`config.mk`:
```
export PLATFORM = sky130hd
export DESIGN_NAME = power_mgmt_serial_slave
export DESIGN_NICKNAME = d
export VERILOG_FILES = /design/src/common/pm_serial_pkg.sv /design/src/rtl/power_mgmt_serial_slave.sv /design/src/rtl/pair_buffer.sv
export SDC_FILE = /design/constraint.sdc
export NUM_CORES = 1
export LEC_CHECK = 0
export BUFFER_PORTS_ARGS = -buffer_cell sky130_fd_sc_hd__clkbuf_2
export CORE_ASPECT_RATIO = 0.8
export CORE_UTILIZATION = 45
export DETAILED_ROUTE_END_ITERATION = 8
export PLACE_DENSITY_LB_ADDON = 0.2
export RECOVER_POWER = 100
export SLEW_MARGIN = 40
export SYNTH_ARGS = -nofsm -noshare
export SYNTH_HDL_FRONTEND = slang
export SYNTH_SLANG_ARGS = --single-unit
```
`constraint.sdc`:
```
create_clock -name sys_clk -period 11.75 [get_ports sys_clk]
set_input_delay 1.7625 -clock sys_clk [delete_from_list [all_inputs] [get_ports sys_clk]]
set_output_delay 1.7625 -clock sys_clk [all_outputs]
set_load 0.005 [all_outputs]
```
`src/common/pm_serial_pkg.sv`:
```
// Purpose: Shared constants, states and helpers for the power-management serial slave.
// Assumes: 125 MHz system clock; two-wire bus sampled by that clock.
// Notes:   Long timing counts are also top-level parameters so a bench can shorten them.
package pm_serial_pkg;
  localparam int CLK_KHZ       = 125000;
  localparam int TOUT_BASE_MS  = 35;
  localparam int TOUT_LONG_MS  = 255;
  localparam int BLK_EXTRA_MS  = 32;
  localparam int MAX_BLOCK_LEN = 255;
  localparam int TOUT_BASE_CYC = TOUT_BASE_MS * CLK_KHZ;
  localparam int TOUT_LONG_CYC = TOUT_LONG_MS * CLK_KHZ;
  localparam int BLK_BYTE_CYC  = (BLK_EXTRA_MS * CLK_KHZ) / MAX_BLOCK_LEN;
  localparam int TMR_W         = 26;
  localparam int RX_W          = 12;

  localparam logic [6:0] GLOBAL_ADDR    = 7'h5a;
  localparam logic [6:0] ARA_ADDR       = 7'h0c;
  localparam logic [7:0] ADDR_DISABLE   = 8'h80;
  localparam logic [7:0] CMD_CONFIG_ALL = 8'hd1;
  localparam logic [7:0] CMD_ADDR_SET   = 8'hd2;
  localparam logic [7:0] CMD_VOUT_FIRST = 8'h21;
  localparam logic [7:0] CMD_VOUT_LAST  = 8'h26;
  localparam logic [4:0] VOUT_EXP       = 5'h14;
  localparam logic [7:0] CFG_RESET      = 8'h00;
  localparam logic [7:0] CRC_POLY       = 8'h07;
  localparam logic [7:0] IDLE_BYTE      = 8'hff;
  localparam int         CFG_STRETCH    = 1;
  localparam int         CFG_LONG_TOUT  = 3;

  // Stream word fields.
  localparam int RX_END   = 11;
  localparam int RX_GOOD  = 10;
  localparam int RX_PEC   = 9;
  localparam int RX_FIRST = 8;

  typedef enum logic [2:0] {
    ST_IDLE = 3'h0,
    ST_ADDR = 3'h1,
    ST_AACK = 3'h2,
    ST_WDAT = 3'h3,
    ST_WACK = 3'h4,
    ST_RDAT = 3'h5,
    ST_RACK = 3'h6,
    ST_WAIT = 3'h7
  } link_state_e;

  // Packet error code step, polynomial x^8+x^2+x+1, msb first.
  function automatic logic [7:0] crc8(input logic [7:0] crc, input logic [7:0] data);
    logic [7:0] c;
    c = crc ^ data;
    for (int i = 0; i < 8; i++) begin
      c = c[7] ? {c[6:0], 1'b0} ^ CRC_POLY : {c[6:0], 1'b0};
    end
    return c;
  endfunction : crc8
endpackage : pm_serial_pkg

```
`src/rtl/power_mgmt_serial_slave.sv`:
```
// Purpose: Two-wire power-management serial slave port with timeout, packet check and stream.
// Assumes: Bus pins are open drain; the user side feeds read bytes and drains written ones.
// Notes:   Written bytes leave as a stream closed by an end word carrying the packet verdict.
`timescale 1ns/1ps
module power_mgmt_serial_slave #(
  parameter int TOUT_BASE_CYC = pm_serial_pkg::TOUT_BASE_CYC,
  parameter int TOUT_LONG_CYC = pm_serial_pkg::TOUT_LONG_CYC,
  parameter int BLK_BYTE_CYC  = pm_serial_pkg::BLK_BYTE_CYC
) (
  input  wire logic        sys_clk,
  input  wire logic        resetn,
  input  wire logic        sclIn,
  output logic             sclOut,
  output logic             sclOe,
  input  wire logic        sdaIn,
  output logic             sdaOut,
  output logic             sdaOe,
  input  wire logic [6:0]  addrStrap,
  input  wire logic        alertPending,
  output logic             rxValid,
  output logic [7:0]       rxData,
  output logic             rxFirst,
  output logic             rxEnd,
  output logic             rxGood,
  output logic             rxPecOk,
  input  wire logic        rxReady,
  input  wire logic        txValid,
  input  wire logic [7:0]  txData,
  output logic             txReady,
  output logic [7:0]       pecByte,
  output logic [7:0]       cfgByte,
  output logic [7:0]       devAddress,
  output logic [15:0]      wordMant,
  output logic [4:0]       wordExp,
  output logic             wordValid
);
  localparam int TW = pm_serial_pkg::TMR_W;

  pm_serial_pkg::link_state_e state_q;
  logic [1:0]  sclSync_q, sdaSync_q, strapCnt_q;
  logic [6:0]  strapA_q, strapB_q;
  logic        sclPrev_q, sdaPrev_q;
  logic        scl, sda, sclRise, sclFall, startDet, stopDet;
  logic [2:0]  bitCnt_q, byteCnt_q;
  logic [7:0]  shift_q, crc_q, cmd_q, d0_q, d1_q, loadByte;
  logic        byteFull_q, isRead_q, txWait_q, firstTx_q, holdAck_q;
  logic        pktOpen_q, endPend_q, endGood_q, missPulse_q;
  logic        pushValid_q, bufInReady, canPush, addrHit, stretchEn, abort;
  logic [pm_serial_pkg::RX_W-1:0] pushData_q, bufOut;
  logic [TW-1:0] tmr_q, extra_q, limit;
  logic        tmrRun_q, cmdOk;
  logic [15:0] word;

  // A 125 MHz sampler resolves every bus rate up to 400 kHz.
  always_ff @(posedge sys_clk or negedge resetn) begin
    if (!resetn) begin
      sclSync_q <= 2'h3;
      sdaSync_q <= 2'h3;
      sclPrev_q <= 1'b1;
      sdaPrev_q <= 1'b1;
    end else begin
      sclSync_q <= {sclSync_q[0], sclIn};
      sdaSync_q <= {sdaSync_q[0], sdaIn};
      sclPrev_q <= sclSync_q[1];
      sdaPrev_q <= sdaSync_q[1];
    end
  end

  assign scl      = sclSync_q[1];
  assign sda      = sdaSync_q[1];
  assign sclRise  = scl & ~sclPrev_q;
  assign sclFall  = ~scl & sclPrev_q;
  assign startDet = scl & sclPrev_q & ~sda & sdaPrev_q;
  assign stopDet  = scl & sclPrev_q & sda & ~sdaPrev_q;

  assign stretchEn = cfgByte[pm_serial_pkg::CFG_STRETCH];
  assign canPush   = bufInReady & ~pushValid_q & ~endPend_q;
  assign pecByte   = crc_q;
  assign sclOut    = 1'b0;
  assign sdaOut    = 1'b0;

  // Global address answers always, alongside device and alert query.
  // The device address answers only while not disabled.
  assign addrHit = (shift_q[7:1] == pm_serial_pkg::GLOBAL_ADDR)
                 || (devAddress != pm_serial_pkg::ADDR_DISABLE
                     && shift_q[7:1] == devAddress[6:0])
                 || (shift_q[7:1] == pm_serial_pkg::ARA_ADDR && shift_q[0] && alertPending);

  // Config bit 3 selects the long packet timeout.
  assign limit = (cfgByte[pm_serial_pkg::CFG_LONG_TOUT] ? TW'(TOUT_LONG_CYC)
                                                        : TW'(TOUT_BASE_CYC)) + extra_q;
  // Running past the limit aborts the packet.
  assign abort = tmrRun_q & (tmr_q >= limit);

  // Timer starts at a first START only.
  // A repeated START keeps the same timer running.
  always_ff @(posedge sys_clk or negedge resetn) begin
    if (!resetn) begin
      tmr_q    <= '0;
      tmrRun_q <= 1'b0;
    end else if (abort || stopDet || missPulse_q) begin
      tmrRun_q <= 1'b0;
    end else if (startDet && !tmrRun_q) begin
      tmrRun_q <= 1'b1;
      tmr_q    <= '0;
    end else if (tmrRun_q) begin
      tmr_q <= tmr_q + TW'(1);
    end
  end

  assign loadByte = txValid ? txData : pm_serial_pkg::IDLE_BYTE;

  always_ff @(posedge sys_clk or negedge resetn) begin
    if (!resetn) begin
      state_q     <= pm_serial_pkg::ST_IDLE;
      bitCnt_q    <= 3'h0;
      byteCnt_q   <= 3'h0;
      shift_q     <= 8'h00;
      crc_q       <= 8'h00;
      cmd_q       <= 8'h00;
      d0_q        <= 8'h00;
      d1_q        <= 8'h00;
      byteFull_q  <= 1'b0;
      isRead_q    <= 1'b0;
      txWait_q    <= 1'b0;
      firstTx_q   <= 1'b0;
      holdAck_q   <= 1'b0;
      pktOpen_q   <= 1'b0;
      endPend_q   <= 1'b0;
      endGood_q   <= 1'b0;
      missPulse_q <= 1'b0;
      pushValid_q <= 1'b0;
      pushData_q  <= '0;
      extra_q     <= '0;
      sdaOe       <= 1'b0;
      sclOe       <= 1'b0;
      txReady     <= 1'b0;
    end else begin
      txReady     <= 1'b0;
      missPulse_q <= 1'b0;
      if (pushValid_q && bufInReady) begin
        pushValid_q <= 1'b0;
      end
      if (abort) begin
        // Release both drivers and discard the packet.
        state_q   <= pm_serial_pkg::ST_IDLE;
        sdaOe     <= 1'b0;
        sclOe     <= 1'b0;
        txWait_q  <= 1'b0;
        holdAck_q <= 1'b0;
        endPend_q <= pktOpen_q;
        endGood_q <= 1'b0;
        pktOpen_q <= 1'b0;
      end else if (startDet) begin
        state_q    <= pm_serial_pkg::ST_ADDR;
        bitCnt_q   <= 3'h0;
        byteFull_q <= 1'b0;
        sdaOe      <= 1'b0;
        sclOe      <= 1'b0;
        txWait_q   <= 1'b0;
        holdAck_q  <= 1'b0;
        if (!tmrRun_q) begin
          crc_q     <= 8'h00;
          byteCnt_q <= 3'h0;
          extra_q   <= '0;
        end
      end else if (stopDet) begin
        state_q   <= pm_serial_pkg::ST_IDLE;
        sdaOe     <= 1'b0;
        sclOe     <= 1'b0;
        txWait_q  <= 1'b0;
        holdAck_q <= 1'b0;
        endPend_q <= pktOpen_q;
        endGood_q <= 1'b1;
        pktOpen_q <= 1'b0;
      end else begin
        unique case (state_q)
          pm_serial_pkg::ST_IDLE, pm_serial_pkg::ST_WAIT: begin
          end
          pm_serial_pkg::ST_ADDR, pm_serial_pkg::ST_WDAT: begin
            if (sclRise) begin
              shift_q  <= {shift_q[6:0], sda};
              bitCnt_q <= bitCnt_q + 3'h1;
              if (bitCnt_q == 3'h7) begin
                byteFull_q <= 1'b1;
              end
            end else if ((sclFall && byteFull_q) || holdAck_q) begin
              if (state_q == pm_serial_pkg::ST_ADDR && !addrHit) begin
                state_q     <= pm_serial_pkg::ST_WAIT;
                missPulse_q <= 1'b1;
                byteFull_q  <= 1'b0;
              end else if (canPush) begin
                // Accept the byte by pulling the acknowledge bit low.
                // Every byte, check byte included, goes through the same path.
                sdaOe       <= 1'b1;
                sclOe       <= 1'b0;
                holdAck_q   <= 1'b0;
                byteFull_q  <= 1'b0;
                pushValid_q <= 1'b1;
                pushData_q  <= {3'b000, state_q == pm_serial_pkg::ST_ADDR, shift_q};
                // Check code runs over every byte, addresses included.
                crc_q       <= pm_serial_pkg::crc8(crc_q, shift_q);
                if (byteCnt_q != 3'h7) begin
                  byteCnt_q <= byteCnt_q + 3'h1;
                end
                // Second byte of a packet is the command code.
                // Following bytes are data, then the optional check byte.
                unique case (byteCnt_q)
                  3'h1:    cmd_q <= shift_q;
                  3'h2:    d0_q  <= shift_q;
                  3'h3:    d1_q  <= shift_q;
                  default: begin
                  end
                endcase
                if (state_q == pm_serial_pkg::ST_ADDR) begin
                  // Low address bit chooses read when set.
                  isRead_q  <= shift_q[0];
                  firstTx_q <= 1'b1;
                  pktOpen_q <= 1'b1;
                  state_q   <= pm_serial_pkg::ST_AACK;
                end else begin
                  state_q <= pm_serial_pkg::ST_WACK;
                end
              end else if (stretchEn) begin
                // Hold the clock only while stretching is enabled.
                holdAck_q <= 1'b1;
                sclOe     <= 1'b1;
              end else begin
                // Refuse by leaving the acknowledge bit high.
                state_q    <= pm_serial_pkg::ST_WAIT;
                byteFull_q <= 1'b0;
              end
            end
          end
          pm_serial_pkg::ST_AACK: begin
            if (sclFall) begin
              sdaOe    <= 1'b0;
              bitCnt_q <= 3'h0;
              // After the address acknowledge a read turns the slave into sender.
              if (isRead_q) begin
                state_q  <= pm_serial_pkg::ST_RDAT;
                txWait_q <= 1'b1;
              end else begin
                state_q <= pm_serial_pkg::ST_WDAT;
              end
            end
          end
          pm_serial_pkg::ST_WACK: begin
            if (sclFall) begin
              sdaOe   <= 1'b0;
              state_q <= pm_serial_pkg::ST_WDAT;
            end
          end
          pm_serial_pkg::ST_RDAT: begin
            if (txWait_q) begin
              if (txValid || !stretchEn) begin
                shift_q  <= loadByte;
                sdaOe    <= ~loadByte[7];
                crc_q    <= pm_serial_pkg::crc8(crc_q, loadByte);
                txReady  <= txValid;
                txWait_q <= 1'b0;
                sclOe    <= 1'b0;
                bitCnt_q <= 3'h0;
                // First byte sent gives the block length and its extra time.
                // Any length up to 255 bytes is covered.
                if (firstTx_q) begin
                  extra_q <= TW'(32'(loadByte) * BLK_BYTE_CYC);
                end
                firstTx_q <= 1'b0;
              end else begin
                // Stretch while waiting for a byte, only when enabled.
                sclOe <= 1'b1;
              end
            end else if (sclRise) begin
              bitCnt_q <= bitCnt_q + 3'h1;
              if (bitCnt_q == 3'h7) begin
                byteFull_q <= 1'b1;
              end
            end else if (sclFall) begin
              if (byteFull_q) begin
                sdaOe      <= 1'b0;
                byteFull_q <= 1'b0;
                state_q    <= pm_serial_pkg::ST_RACK;
              end else begin
                shift_q <= {shift_q[6:0], 1'b0};
                sdaOe   <= ~shift_q[6];
              end
            end
          end
          pm_serial_pkg::ST_RACK: begin
            // Reads continue byte by byte until the master refuses one.
            if (sclRise && sda) begin
              state_q <= pm_serial_pkg::ST_WAIT;
            end else if (sclFall) begin
              state_q  <= pm_serial_pkg::ST_RDAT;
              txWait_q <= 1'b1;
            end
          end
        endcase
      end
      if (endPend_q && bufInReady && !pushValid_q) begin
        pushValid_q <= 1'b1;
        pushData_q  <= {1'b1, endGood_q, crc_q == 8'h00, 9'h000};
        endPend_q   <= 1'b0;
      end
    end
  end

  pair_buffer #(
    .WIDTH    (pm_serial_pkg::RX_W)
  ) u_rx_buf (
    .sys_clk  (sys_clk),
    .resetn   (resetn),
    .inValid  (pushValid_q),
    .inData   (pushData_q),
    .inReady  (bufInReady),
    .outValid (rxValid),
    .outData  (bufOut),
    .outReady (rxReady)
  );

  assign rxData  = bufOut[7:0];
  assign rxFirst = bufOut[pm_serial_pkg::RX_FIRST];
  assign rxPecOk = bufOut[pm_serial_pkg::RX_PEC];
  assign rxGood  = bufOut[pm_serial_pkg::RX_GOOD];
  assign rxEnd   = bufOut[pm_serial_pkg::RX_END];

  // A packet with a check byte commits only when the code matches.
  assign cmdOk = stopDet && pktOpen_q && !isRead_q && !abort;
  assign word  = {d1_q, d0_q};

  always_ff @(posedge sys_clk or negedge resetn) begin
    if (!resetn) begin
      strapA_q   <= 7'h00;
      strapB_q   <= 7'h00;
      strapCnt_q <= 2'h0;
      cfgByte    <= pm_serial_pkg::CFG_RESET;
      devAddress <= 8'h00;
      wordMant   <= 16'h0000;
      wordExp    <= 5'h00;
      wordValid  <= 1'b0;
    end else begin
      strapA_q  <= addrStrap;
      strapB_q  <= strapA_q;
      wordValid <= 1'b0;
      if (strapCnt_q != 2'h3) begin
        strapCnt_q <= strapCnt_q + 2'h1;
      end
      if (strapCnt_q == 2'h2) begin
        devAddress <= {1'b0, strapB_q};
      end
      if (cmdOk && (byteCnt_q == 3'h3 || (byteCnt_q == 3'h4 && crc_q == 8'h00))) begin
        if (cmd_q == pm_serial_pkg::CMD_CONFIG_ALL) begin
          cfgByte <= d0_q;
        end
        // Storing the disable code silences the device address.
        if (cmd_q == pm_serial_pkg::CMD_ADDR_SET) begin
          devAddress <= d0_q;
        end
      end
      if (cmdOk && cmd_q != pm_serial_pkg::CMD_CONFIG_ALL && cmd_q != pm_serial_pkg::CMD_ADDR_SET
          && (byteCnt_q == 3'h4 || (byteCnt_q == 3'h5 && crc_q == 8'h00))) begin
        wordValid <= 1'b1;
        if (cmd_q >= pm_serial_pkg::CMD_VOUT_FIRST && cmd_q <= pm_serial_pkg::CMD_VOUT_LAST) begin
          // Voltage words are unsigned with the fixed exponent.
          wordMant <= word;
          wordExp  <= pm_serial_pkg::VOUT_EXP;
        end else begin
          // Signed 11-bit mantissa, signed 5-bit exponent above it.
          wordMant <= {{5{word[10]}}, word[10:0]};
          wordExp  <= word[15:11];
        end
      end
    end
  end
endmodule : power_mgmt_serial_slave

```
`src/rtl/pair_buffer.sv`:
```
// Purpose: Two-entry buffer with valid and ready on both sides, all outputs from flops.
// Assumes: Single clock, asynchronous active-low reset.
// Notes:   The spare entry catches the word that arrives while the head is stalled.
`timescale 1ns/1ps
module pair_buffer #(
  parameter int WIDTH = 8
) (
  input  wire logic             sys_clk,
  input  wire logic             resetn,
  input  wire logic             inValid,
  input  wire logic [WIDTH-1:0] inData,
  output logic                  inReady,
  output logic                  outValid,
  output logic      [WIDTH-1:0] outData,
  input  wire logic             outReady
);
  logic [WIDTH-1:0] spare_q;
  logic             spareFull_q;

  assign inReady = ~spareFull_q;

  always_ff @(posedge sys_clk or negedge resetn) begin
    if (!resetn) begin
      outValid    <= 1'b0;
      outData     <= '0;
      spare_q     <= '0;
      spareFull_q <= 1'b0;
    end else if (!outValid || outReady) begin
      if (spareFull_q) begin
        outValid    <= 1'b1;
        outData     <= spare_q;
        spareFull_q <= 1'b0;
      end else begin
        outValid <= inValid;
        outData  <= inData;
      end
    end else if (inValid && !spareFull_q) begin
      spare_q     <= inData;
      spareFull_q <= 1'b1;
    end
  end
endmodule : pair_buffer

```
* After elaboration in Yosys (flattened, before gate mapping)
Index checks and enable logic that the tools add are counted.
Word-level totals: logic and storage cells 462, output and inout bits 64, register bits 213
Cells by class: eq/ne operators 83, $lt $le $gt $ge 3, reduce and logical (&&, ||, !) cells 94, add/sub/neg operators 5, bitwise operators 44, multiplexer cells 191, multiply operators 1
Operators by type and width (count):
- two-way mux 26 bit | 9
- two-way mux 8 bit | 19
- two-way mux 3 bit | 49
- two-way mux 12 bit | 10
- two-way mux 1 bit | 92
- != test 5 bit (second input constant) | 14
- AND reduction 9 bit | 7
- NOT 3 bit | 16
- != test 3 bit (second input constant) | 14
- != test 6 bit (second input constant) | 6
- case mux 8 bit (2 select lines) | 2
- nonzero test 2 bit | 16
- adder 25 x 26 -> 26 bit | 1
- adder 26 x 1 -> 26 bit (second input constant) | 1
- greater-or-equal comparator 26 bit | 1
- two-way mux 25 bit | 1
- != test 2 bit (second input constant) | 12
- != test 8 bit (second input constant) | 3
- AND reduction 11 bit | 2
- logical AND 1 bit | 21
- multiplier 8 x 13 -> 21 bit (second input constant) | 1
- AND reduction 7 bit | 3
- == test 3 bit (second input constant) | 6
- nonzero test 3 bit | 6
- 39 further kinds | 109

* Longest topological paths before layout
Gate-level depths: netlist of the first run.
word-level depth 24, gate-level depth with buffers 21, gate-level depth less buffers 20

* By module
From an unflattened synthesis of the first run, not the netlist that was laid out.
Second synthesis, totals: cells, all modules 1293, area total of the unflattened synthesis 13384.1 µm²
Modules (own cells, without submodules):
- power_mgmt_serial_slave | sequential area each 4561.9 µm², instances 1, area each 12204.2 µm², cells an instance 1221
- pair_buffer | sequential area each 650.6 µm², instances 1, area each 1179.9 µm², cells an instance 72

* Worst setup path before layout of the first run
No wires, ideal clock.
kind input port to flip-flop, start point input port txValid, end point register extra_q[20], cell stages on the path 16, library setup time 0.121 ns, path buffers 0, arrival time 5.853 ns, setup slack 5.776 ns, required time 11.629 ns, path through inv_1 > nor2_1 > inv_1 > fa_1 > fa_1 > inv_1 > fa_1 > inv_1 > fa_1 > ha_1 > and3_1 > a221oi_1 > a21oi_1 > a21oi_1 > xnor2_1 > a22o_1
On the way: cells in the longest elaborated chain, start to end 8, elaborated cells between the ends (all ways) 11
RTL lines:
- start: declaration | line power_mgmt_serial_slave.sv:27 | input wire logic txValid,
- two-way mux 8 bit | line power_mgmt_serial_slave.sv:111 | assign loadByte = txValid ? txData : pm_serial_pkg::IDLE_BYTE;
- multiplier 8 x 13 -> 21 bit | line power_mgmt_serial_slave.sv:267 | extra_q <= TW'(32'(loadByte) * BLK_BYTE_CYC);
- two-way mux 26 bit | line power_mgmt_serial_slave.sv:266 | if (firstTx_q) begin
- two-way mux 26 bit | line power_mgmt_serial_slave.sv:256 | if (txValid || !stretchEn) begin
- two-way mux 26 bit | line power_mgmt_serial_slave.sv:255 | if (txWait_q) begin
- two-way mux 26 bit | line power_mgmt_serial_slave.sv:177 | unique case (state_q)
- two-way mux 26 bit | line power_mgmt_serial_slave.sv:167 | end else if (stopDet) begin
- two-way mux 26 bit | line power_mgmt_serial_slave.sv:154 | end else if (startDet) begin
- end signal: assignment | line power_mgmt_serial_slave.sv:267
- end: declaration | line power_mgmt_serial_slave.sv:50 | logic [TW-1:0] tmr_q, extra_q, limit;
Parallel ways exist; a longest one is shown, timed or not. The select of a mux whose other input is x is not followed. A chain may end at the register's enable or synchronous reset.

==> run metrics, run 1 <==
# diodes 0; count of buffer and inverter cells on the critical path 2; Worst-path clk slew 0.06 ns; commonest cells in the netlist 202 x dfrtp_1, 103 x ha_1, 101 x nand2_1; failing checks max-capacitance violations, max-slew violations; RSZ-0062 raised after global routing false; Total GRT Usage 20.5%; CP Data Required Time 11.55 ns; Pwr Density 207 nW/µm²; CP Class in -> async; Clock Tree Buf Depth 3; CP delay by family, top buffers and inverters; largest net degree at the start of global routing 76; first-pass GRT wire length 49000 µm; Fmax 131 MHz; CTS resizes 0; starting DRC count in detailed routing 797; Inserted Clock Buffers 23; total gr overflow 0; crit path max fanout 75; postcts setup bufs 0; Die Wd 192 µm; slowest CP cell clkbuf_1; Hold Crit Class reg -> reg; # IOs 86; CTS sink count 208; TritonCTS clock tree yes; Hold Buf Count CTS 0; startpoint types input pin; CP max stage delay 2.87 ns; pre-CTS setup slack 5.09 ns; fraction of layout cells with a size suffix above 1 11.9%; status finished, violations left; synthesized flop and latch total 208; CP arrival 7.44 ns; synth warn 0; dominant synthesized flop cell dfrtp_1; Async S/R FF share, synth 100%; Worst Skew 0.0159 ns; via count 9473; crit share post-route 65.0%; LEAKAGE 6.77 nW; VDD IR max 143 µV; Die ar. 29600 µm²; CTS root buf clkbuf_16; DRC Markers 0; Setup-failing EPs final 0; Area contributors post-synth dfrtp_1 39%, ha_1 9.9%, xnor2_1 4.5%, mux2_2 4.5%, fa_1 3.5%; worst-margin pin slew 4.17 ns; crit path capture type asynchronous set/reset pin; core area 28400 µm²; initial core utilization 45.9%; cell count after synthesis 1271; Netlist cell types 82; worst setup margin 4.11 ns; drt wl/cell 17.2 µm; initial antenna violation count 0; CP most frequent cell clkbuf_1; Avg Cell Area, Syn 10.2 µm²; Rel. slew slack -178%; vias in the first global route 8946; post-route ant nets 0; Final Hold Violating Endpoints 0; final period demand of the worst path 7.64 ns; max-cap viol count 5; CP Cell Sequence clkbuf_1 > clkbuf_1; vias per cell 5.49; Detailed Routing Iterations Pass 1 5; gpl congestion 0.880; Die Ht 154 µm; most frequent cell after synthesis dfrtp_1; CTS H-tree depth 1; Port Buf Inserts 83; max-slew violations 257; Worst-Skew Late Latency 0.52 ns; Site Rows 55; share of the synthesized area in the top cell type 38.8%; cell accounting for the most synthesized area dfrtp_1; Net count, final 1488; Detailed Place HPWL 22000 µm; Seq/Total Area, Yosys 40.0%; synthesized cell area 13000 µm²; EDFF count, synth 0; Final TNS setup 0 ns; final WL 29700 µm; area grow syn2layout 10.1%
where the power goes:
group | switching, W | internal [W]
Clock | 0.000304 | 0.000454
Sequential | 0.000154 | 0.000813
Combinational | 0.000684 | 0.000554
metrics by stage:
step | std cells | utilization (%) | area, µm² | total power [W] | hold WS, ns
detailed placement | 1685 | 48.7 | 13800 | 0.00222 | 0.335
global placement | 1685 | 48.6 | 13800 | 0.00220 | 0.333
global route | 1726 | 50.6 | 14300 | 0.00319 | 0.355
floorplan | 1272 | - | 13000 | 0.00191 | 0.331
finish | 1726 | 50.6 | 14300 | 0.00296 | 0.347
CTS | 1726 | 51.5 | 14600 | 0.00300 | 0.349
path summary, 6_finish.rpt:
path	from	to	slack [ns]	depth (start not counted)
min in group asynchronous	resetn	tmr_q[21]	2.72	1
setup / recovery	resetn	wordExp[2]	4.11	2
hold reg to reg	strapA_q[3]	strapB_q[3]	0.35	0
hold / removal	strapA_q[3]	strapB_q[3]	0.35	0
setup reg to reg	cfgByte[3]	tmr_q[20]	5.29	18
max in group sys_clk	cfgByte[3]	tmr_q[20]	5.29	18
flip-flops by register name, summed over array words and instances (netlist names), 5 cells and up:
name	flops
tmr_q	26
u_rx_buf.outData	12
strapA_q	7
extra_q	21
d0_q	8
shift_q	8
pushData_q	12
pecByte	8
cmd_q	8
cfgByte	8
wordMant	16
devAddress	8
wordExp	5
strapB_q	7
u_rx_buf.spare_q	12
d1_q	8
placed cells by master, fill, tap and decap left out, types with 8 or more instances in the layout:
cell | Yosys | layout
or3_1 | 12 | 12
and2_1 | 8 | 8
mux2i_1 | 28 | 28
clkbuf_16 | 0 | 23
nand4_1 | 17 | 18
nor3_1 | 23 | 21
nand2b_1 | 14 | 14
a21oi_1 | 56 | 56
a22o_1 | 31 | 31
clkbuf_1 | 33 | 41
o211ai_1 | 12 | 12
fa_1 | 23 | 23
nand3_1 | 25 | 25
a31oi_1 | 9 | 9
or4_1 | 15 | 15
nor2b_1 | 10 | 10
clkbuf_2 | 0 | 47
and3_1 | 11 | 11
o21ai_0 | 72 | 73
mux2_1 | 0 | 25
ha_1 | 103 | 103
inv_1 | 92 | 92
xor2_1 | 24 | 24
xnor2_1 | 67 | 67
o31ai_1 | 12 | 13
a21o_1 | 11 | 11
nand2_1 | 101 | 101
mux2_2 | 52 | 51
dfrtp_1 | 202 | 202
nor2_1 | 75 | 75
final cells by class:
| type | count | area, µm² |
|---|---|---|
| clock inverter | 13 | 164 |
| sequential | 208 | 5210 |
| inverter | 93 | 349 |
| timing repair buffer | 92 | 415 |
| tap | 370 | 463 |
| multi-input combinational | 922 | 7100 |
| clock buffer | 28 | 634 |
| fill | 2633 | 14000 |
layer usage:
| layer | track usage (%) | vias up | part of all wire, % |
|---|---|---|---|
| li1 | - | 4646 | - |
| met2 | 28.0 | 195 | 40 |
| met5 | 0 | - | 0 |
| met3 | 2.95 | 25 | 4.6 |
| met1 | 33.9 | 4607 | 53 |
| met4 | 3.56 | 0 | 1.4 |
kinds of logic (layout without fill, tap and decap cells):
logic type                 Yosys count  in the layout  share of synthesized area, %
adders and majority gates          127            127                          13.5
muxes                              104            104                          9.41
buffers and inverters              142            226                          4.39
xor gates and xnor gates            91             91                          6.12
and+or+nand+nor                    345            345                          13.6
DFF                                208            208                          40.0
AOI/OAI and AO/OA                  253            253                          12.9
other                                1              2                        0.0288
Note: power is estimated with default switching activity, not from simulation.
==> run 2, diff against run 1 <==
==> constraint.sdc (replaced) <==
create_clock -name sys_clk -period 6.5 [get_ports sys_clk]
set_input_delay 0.975 -clock sys_clk [delete_from_list [all_inputs] [get_ports sys_clk]]
set_output_delay 0.975 -clock sys_clk [all_outputs]
set_load 0.005 [all_outputs]
==> run metrics, run 2 (same netlist as run 1, synthesis figures left out) <==
status finished, violations left; failing checks max-capacitance violations, max-slew violations; CTS H-tree depth 1; Detailed Place HPWL 22200 µm; Total GRT Usage 20.6%; max-cap viol count 1; commonest non-fill, non-tap cells in the layout 202 x dfrtp_1, 103 x ha_1, 101 x nand2_1; CTS resizes 0; Detailed Routing Iterations Pass 1 5; biggest regs tmr_q: 26 flops, extra_q: 21 flops, wordMant: 16 flops; Hold Buf Count CTS 0; Final Hold Violating Endpoints 0; met3 routed WL 1610 µm; met1 WL 15800 µm; initial core utilization 45.9%; routed wl met2 12100 µm; Rel. slew slack -197%; initial antenna violation count 0; CP arrival 6.27 ns; startpoint types flip-flop; crit path max fanout 32; total gr overflow 0; Net count, final 1492; area grow syn2layout 10.3%; CP Data Required Time 6.94 ns; Setup-failing EPs final 0; # diodes 0; Die ar. 29600 µm²; final period demand of the worst path 5.83 ns; post-route ant nets 0; final WL 30000 µm; first-pass GRT wire length 49200 µm; Worst-Skew Late Latency 0.52 ns; crit share post-route 89.7%; Site Rows 55; via count 9542; Clock Tree Buf Depth 3; Port Buf Inserts 83; Pwr Density 370 nW/µm²; worst-margin pin slew 4.46 ns; Fmax 171 MHz; most common cell after layout, fill and taps aside dfrtp_1; RSZ-0062 raised after global routing false; DRC Markers 0; starting DRC count in detailed routing 635; drt wl/cell 17.3 µm; CTS root buf clkbuf_16; VDD IR max 283 µV; # IOs 86; Die Ht 154 µm; postcts setup bufs 0; crit path capture type flip-flop; max-slew violations 80; Worst-path clk slew 0.06 ns; Inserted Clock Buffers 23; Hold Crit Class reg -> reg; max reg flops 26; CTS sink count 208; fraction of layout cells with a size suffix above 1 12.7%; vias in the first global route 9014; CP Class reg -> reg; vias per cell 5.52; most flop-heavy register tmr_q; LEAKAGE 6.79 nW; core area 28400 µm²; Worst Skew 0.0252 ns; largest net degree at the start of global routing 80; Total Power 0.00532 W; gpl congestion 0.904; TritonCTS clock tree yes; Die Wd 192 µm; Final TNS setup 0 ns; uppermost routed layer met4
==> run 2: critical path, stage by stage, from the launching register on <==
cell	delay [ns]
dfrtp_1	0.65
inv_1	0.18
ha_1	0.27
nor3_1	0.33
a21boi_0	0.18
o211ai_1	0.24
nand2_1	0.12
a211oi_1	0.40
o31ai_1	0.15
xnor2_1	0.14
ha_1	0.31
a211oi_1	0.21
nor2_1	0.09
a211oi_2	0.21
o21ai_2	0.15
nor4b_1	0.98
a21oi_4	0.38
or4_1	0.58
a21oi_1	0.17
==> run 2: layer usage <==
metal / track usage, % / vias to the layer above
met5: 0 / -
met4: 3.79 / 0
met1: 33.8 / 4595
li1: - / 4659
met2: 28.0 / 250
met3: 3.27 / 38
==> run 2: worst paths after layout <==
check,startpoint,to,slack (ns),cells after the start
setup / recovery,cfgByte[3],tmr_q[20],0.67,18
hold / removal,strapA_q[3],strapB_q[3],0.35,0
setup reg to reg,cfgByte[3],tmr_q[20],0.67,18
hold reg to reg,strapA_q[3],strapB_q[3],0.35,0
max in group asynchronous,resetn,extra_q[19],1.92,1
min in group asynchronous,resetn,tmr_q[21],2.04,1
==> run 2: through the flow <==
stage                     util (%)  cell area (µm²)  hold WS (ns)  instances  worst slack (ns)
final                         50.7            14400         0.348       1729             0.668
after global routing          50.7            14400         0.353       1729             0.184
after CTS                     51.4            14600         0.349       1729             0.891
after detailed placement      48.7            13800         0.336       1689             0.681
after global placement        48.7            13800         0.333       1689             0.895
after floorplan                  -            13000         0.331       1272              1.31
==> run 2: layout make-up <==
class / count / area [µm²]
inverters: 93 / 349
multi-input cells: 922 / 7140
repair buffers: 96 / 459
clock buffers: 30 / 632
clock inverters: 10 / 118
well taps: 370 / 463
flip-flops and latches: 208 / 5210
fillers: 2708 / 14000
==> run 2: power breakdown <==
group	switching (W)	internal [W]
Sequential	0.000287	0.00147
Combinational	0.00126	0.00101
Clock	0.000531	0.000767
==> run 3, diff against run 2 <==
--- a/config.mk
+++ b/config.mk
@@ -8,6 +8,7 @@
 export BUFFER_PORTS_ARGS = -buffer_cell sky130_fd_sc_hd__clkbuf_2
 export CORE_ASPECT_RATIO = 0.8
 export CORE_UTILIZATION = 45
+export CTS_BUF_LIST = sky130_fd_sc_hd__clkbuf_16
 export DETAILED_ROUTE_END_ITERATION = 8
 export PLACE_DENSITY_LB_ADDON = 0.2
 export RECOVER_POWER = 100
==> run metrics, run 3 (same netlist as run 1, synthesis figures left out) <==
CTS sink count 208; CP Class reg -> reg; CP arrival 6.26 ns; gpl congestion 0.904; max reg flops 26; most common cell after layout, fill and taps aside dfrtp_1; Placed Area 13800 µm²; CTS root buf clkbuf_16; hold_ws 0.348 ns; Final TNS setup 0 ns; # IOs 86; vias per cell 5.53; CTS resizes 0; Reg area 5210 µm²; post-route ant nets 0; max-slew violations 80; LEAKAGE 6.79 nW; CP max stage delay 0.97 ns; Final Hold Violating Endpoints 0; # diodes 0; Detailed Place HPWL 22200 µm; Total GRT Usage 20.6%; CP Cell Sequence inv_1 > ha_1 > nor3_1 > a21boi_0 > o211ai_1 > nand2_1 > a211oi_1 > o31ai_1 > xnor2_1 > ha_1 > a211oi_1 > nor2_1 > a211oi_2 > o21ai_2 > nor4b_1 > a21oi_4 > or4_1 > a21oi_1; final WL 29900 µm; status finished, violations left; max-cap viol count 1; slowest CP cell nor4b_1; failing checks max-capacitance violations, max-slew violations; postcts setup bufs 0; VDD IR max 269 µV; Fmax 172 MHz; final period demand of the worst path 5.82 ns; total gr overflow 0; Die ar. 29600 µm²; Inserted Clock Buffers 23; area grow syn2layout 10.1%; Worst Skew 0.0264 ns; Hold Crit Class reg -> reg; TritonCTS clock tree yes; Worst-Skew Late Latency 0.52 ns; count of buffer and inverter cells on the critical path 1; Net count, final 1492; via count 9562; Port Buf Inserts 83; Total Power 0.00528 W; startpoint types flip-flop; CP Data Required Time 6.94 ns; footprint of the multi-input gates 7140 µm²; placed cells 1689; Die Wd 192 µm; worst-margin pin slew 4.45 ns; Worst-path clk slew 0.06 ns; Die Ht 154 µm; Site Rows 55; initial antenna violation count 0; crit share post-route 89.6%; Pwr Density 368 nW/µm²; core area 28400 µm²; RSZ-0062 raised after global routing false; fraction of layout cells with a size suffix above 1 12.5%; first-pass GRT wire length 49200 µm; vias in the first global route 9013; Finished Layout Cells 1729; commonest non-fill, non-tap cells in the layout 202 x dfrtp_1, 103 x ha_1, 101 x nand2_1; drt wl/cell 17.3 µm; CTS H-tree depth 1; largest net degree at the start of global routing 80; Hold Buf Count CTS 0; most flop-heavy register tmr_q; CP delay by family, top compound AO/OA/AOI/OAI gates; crit path max fanout 32; Setup-failing EPs final 0; biggest regs tmr_q: 26 flops, extra_q: 21 flops, wordMant: 16 flops; Rel. slew slack -196%; DRC Markers 0; Clock Tree Buf Depth 3; crit path capture type flip-flop; Detailed Routing Iterations Pass 1 5; starting DRC count in detailed routing 602; cell area after layout 14300 µm²; initial core utilization 45.9%; Filler cells 2708
==> run 3: cell types whose count changed in the layout (fill, tap and decap cells not counted), sizes merged <==
cell | before | now
clkbuf | 116 | 109
inv | 93 | 97
clkinv | 7 | 10
==> run 3: layout make-up <==
cell class                 instances  area share (%)
timing repair buffer              96            3.20
clock inverter                    17            1.00
inverter                          93            2.43
tap                              370            3.23
multi-input combinational        922            49.8
clock buffer                      23            4.01
sequential                       208            36.3
==> run 3: layer usage <==
metal	track usage, %	share of wire, %
met5	0	0
met4	3.79	1.6
met3	3.27	5.1
met2	28.0	40
met1	33.8	53
==> run 3: per-stage QoR <==
stage | setup WS [ns] | utilization, %
finish | 0.678 | 50.6
floorplan | 1.31 | -
CTS | 0.891 | 51.3
global route | 0.184 | 50.6
global placement | 0.895 | 48.7
detailed placement | 0.681 | 48.7
==> run 3: final timing paths <==
| kind | cells past startpoint | to | slack, ns | start |
|---|---|---|---|---|
| setup / recovery | 18 | tmr_q[20] | 0.68 | cfgByte[3] |
| hold / removal | 0 | strapB_q[0] | 0.35 | strapA_q[0] |
| setup reg to reg | 18 | tmr_q[20] | 0.68 | cfgByte[3] |
| hold reg to reg | 0 | strapB_q[0] | 0.35 | strapA_q[0] |
| max in group asynchronous | 1 | extra_q[19] | 1.94 | resetn |
| min in group asynchronous | 1 | tmr_q[21] | 2.03 | resetn |
==> run 3: where the power goes <==
group / internal [W] / switching, W
combinational: 0.00101 / 0.00126
clock: 0.000725 / 0.000529
sequential: 0.00147 / 0.000287
total: 0.00321 / 0.00207
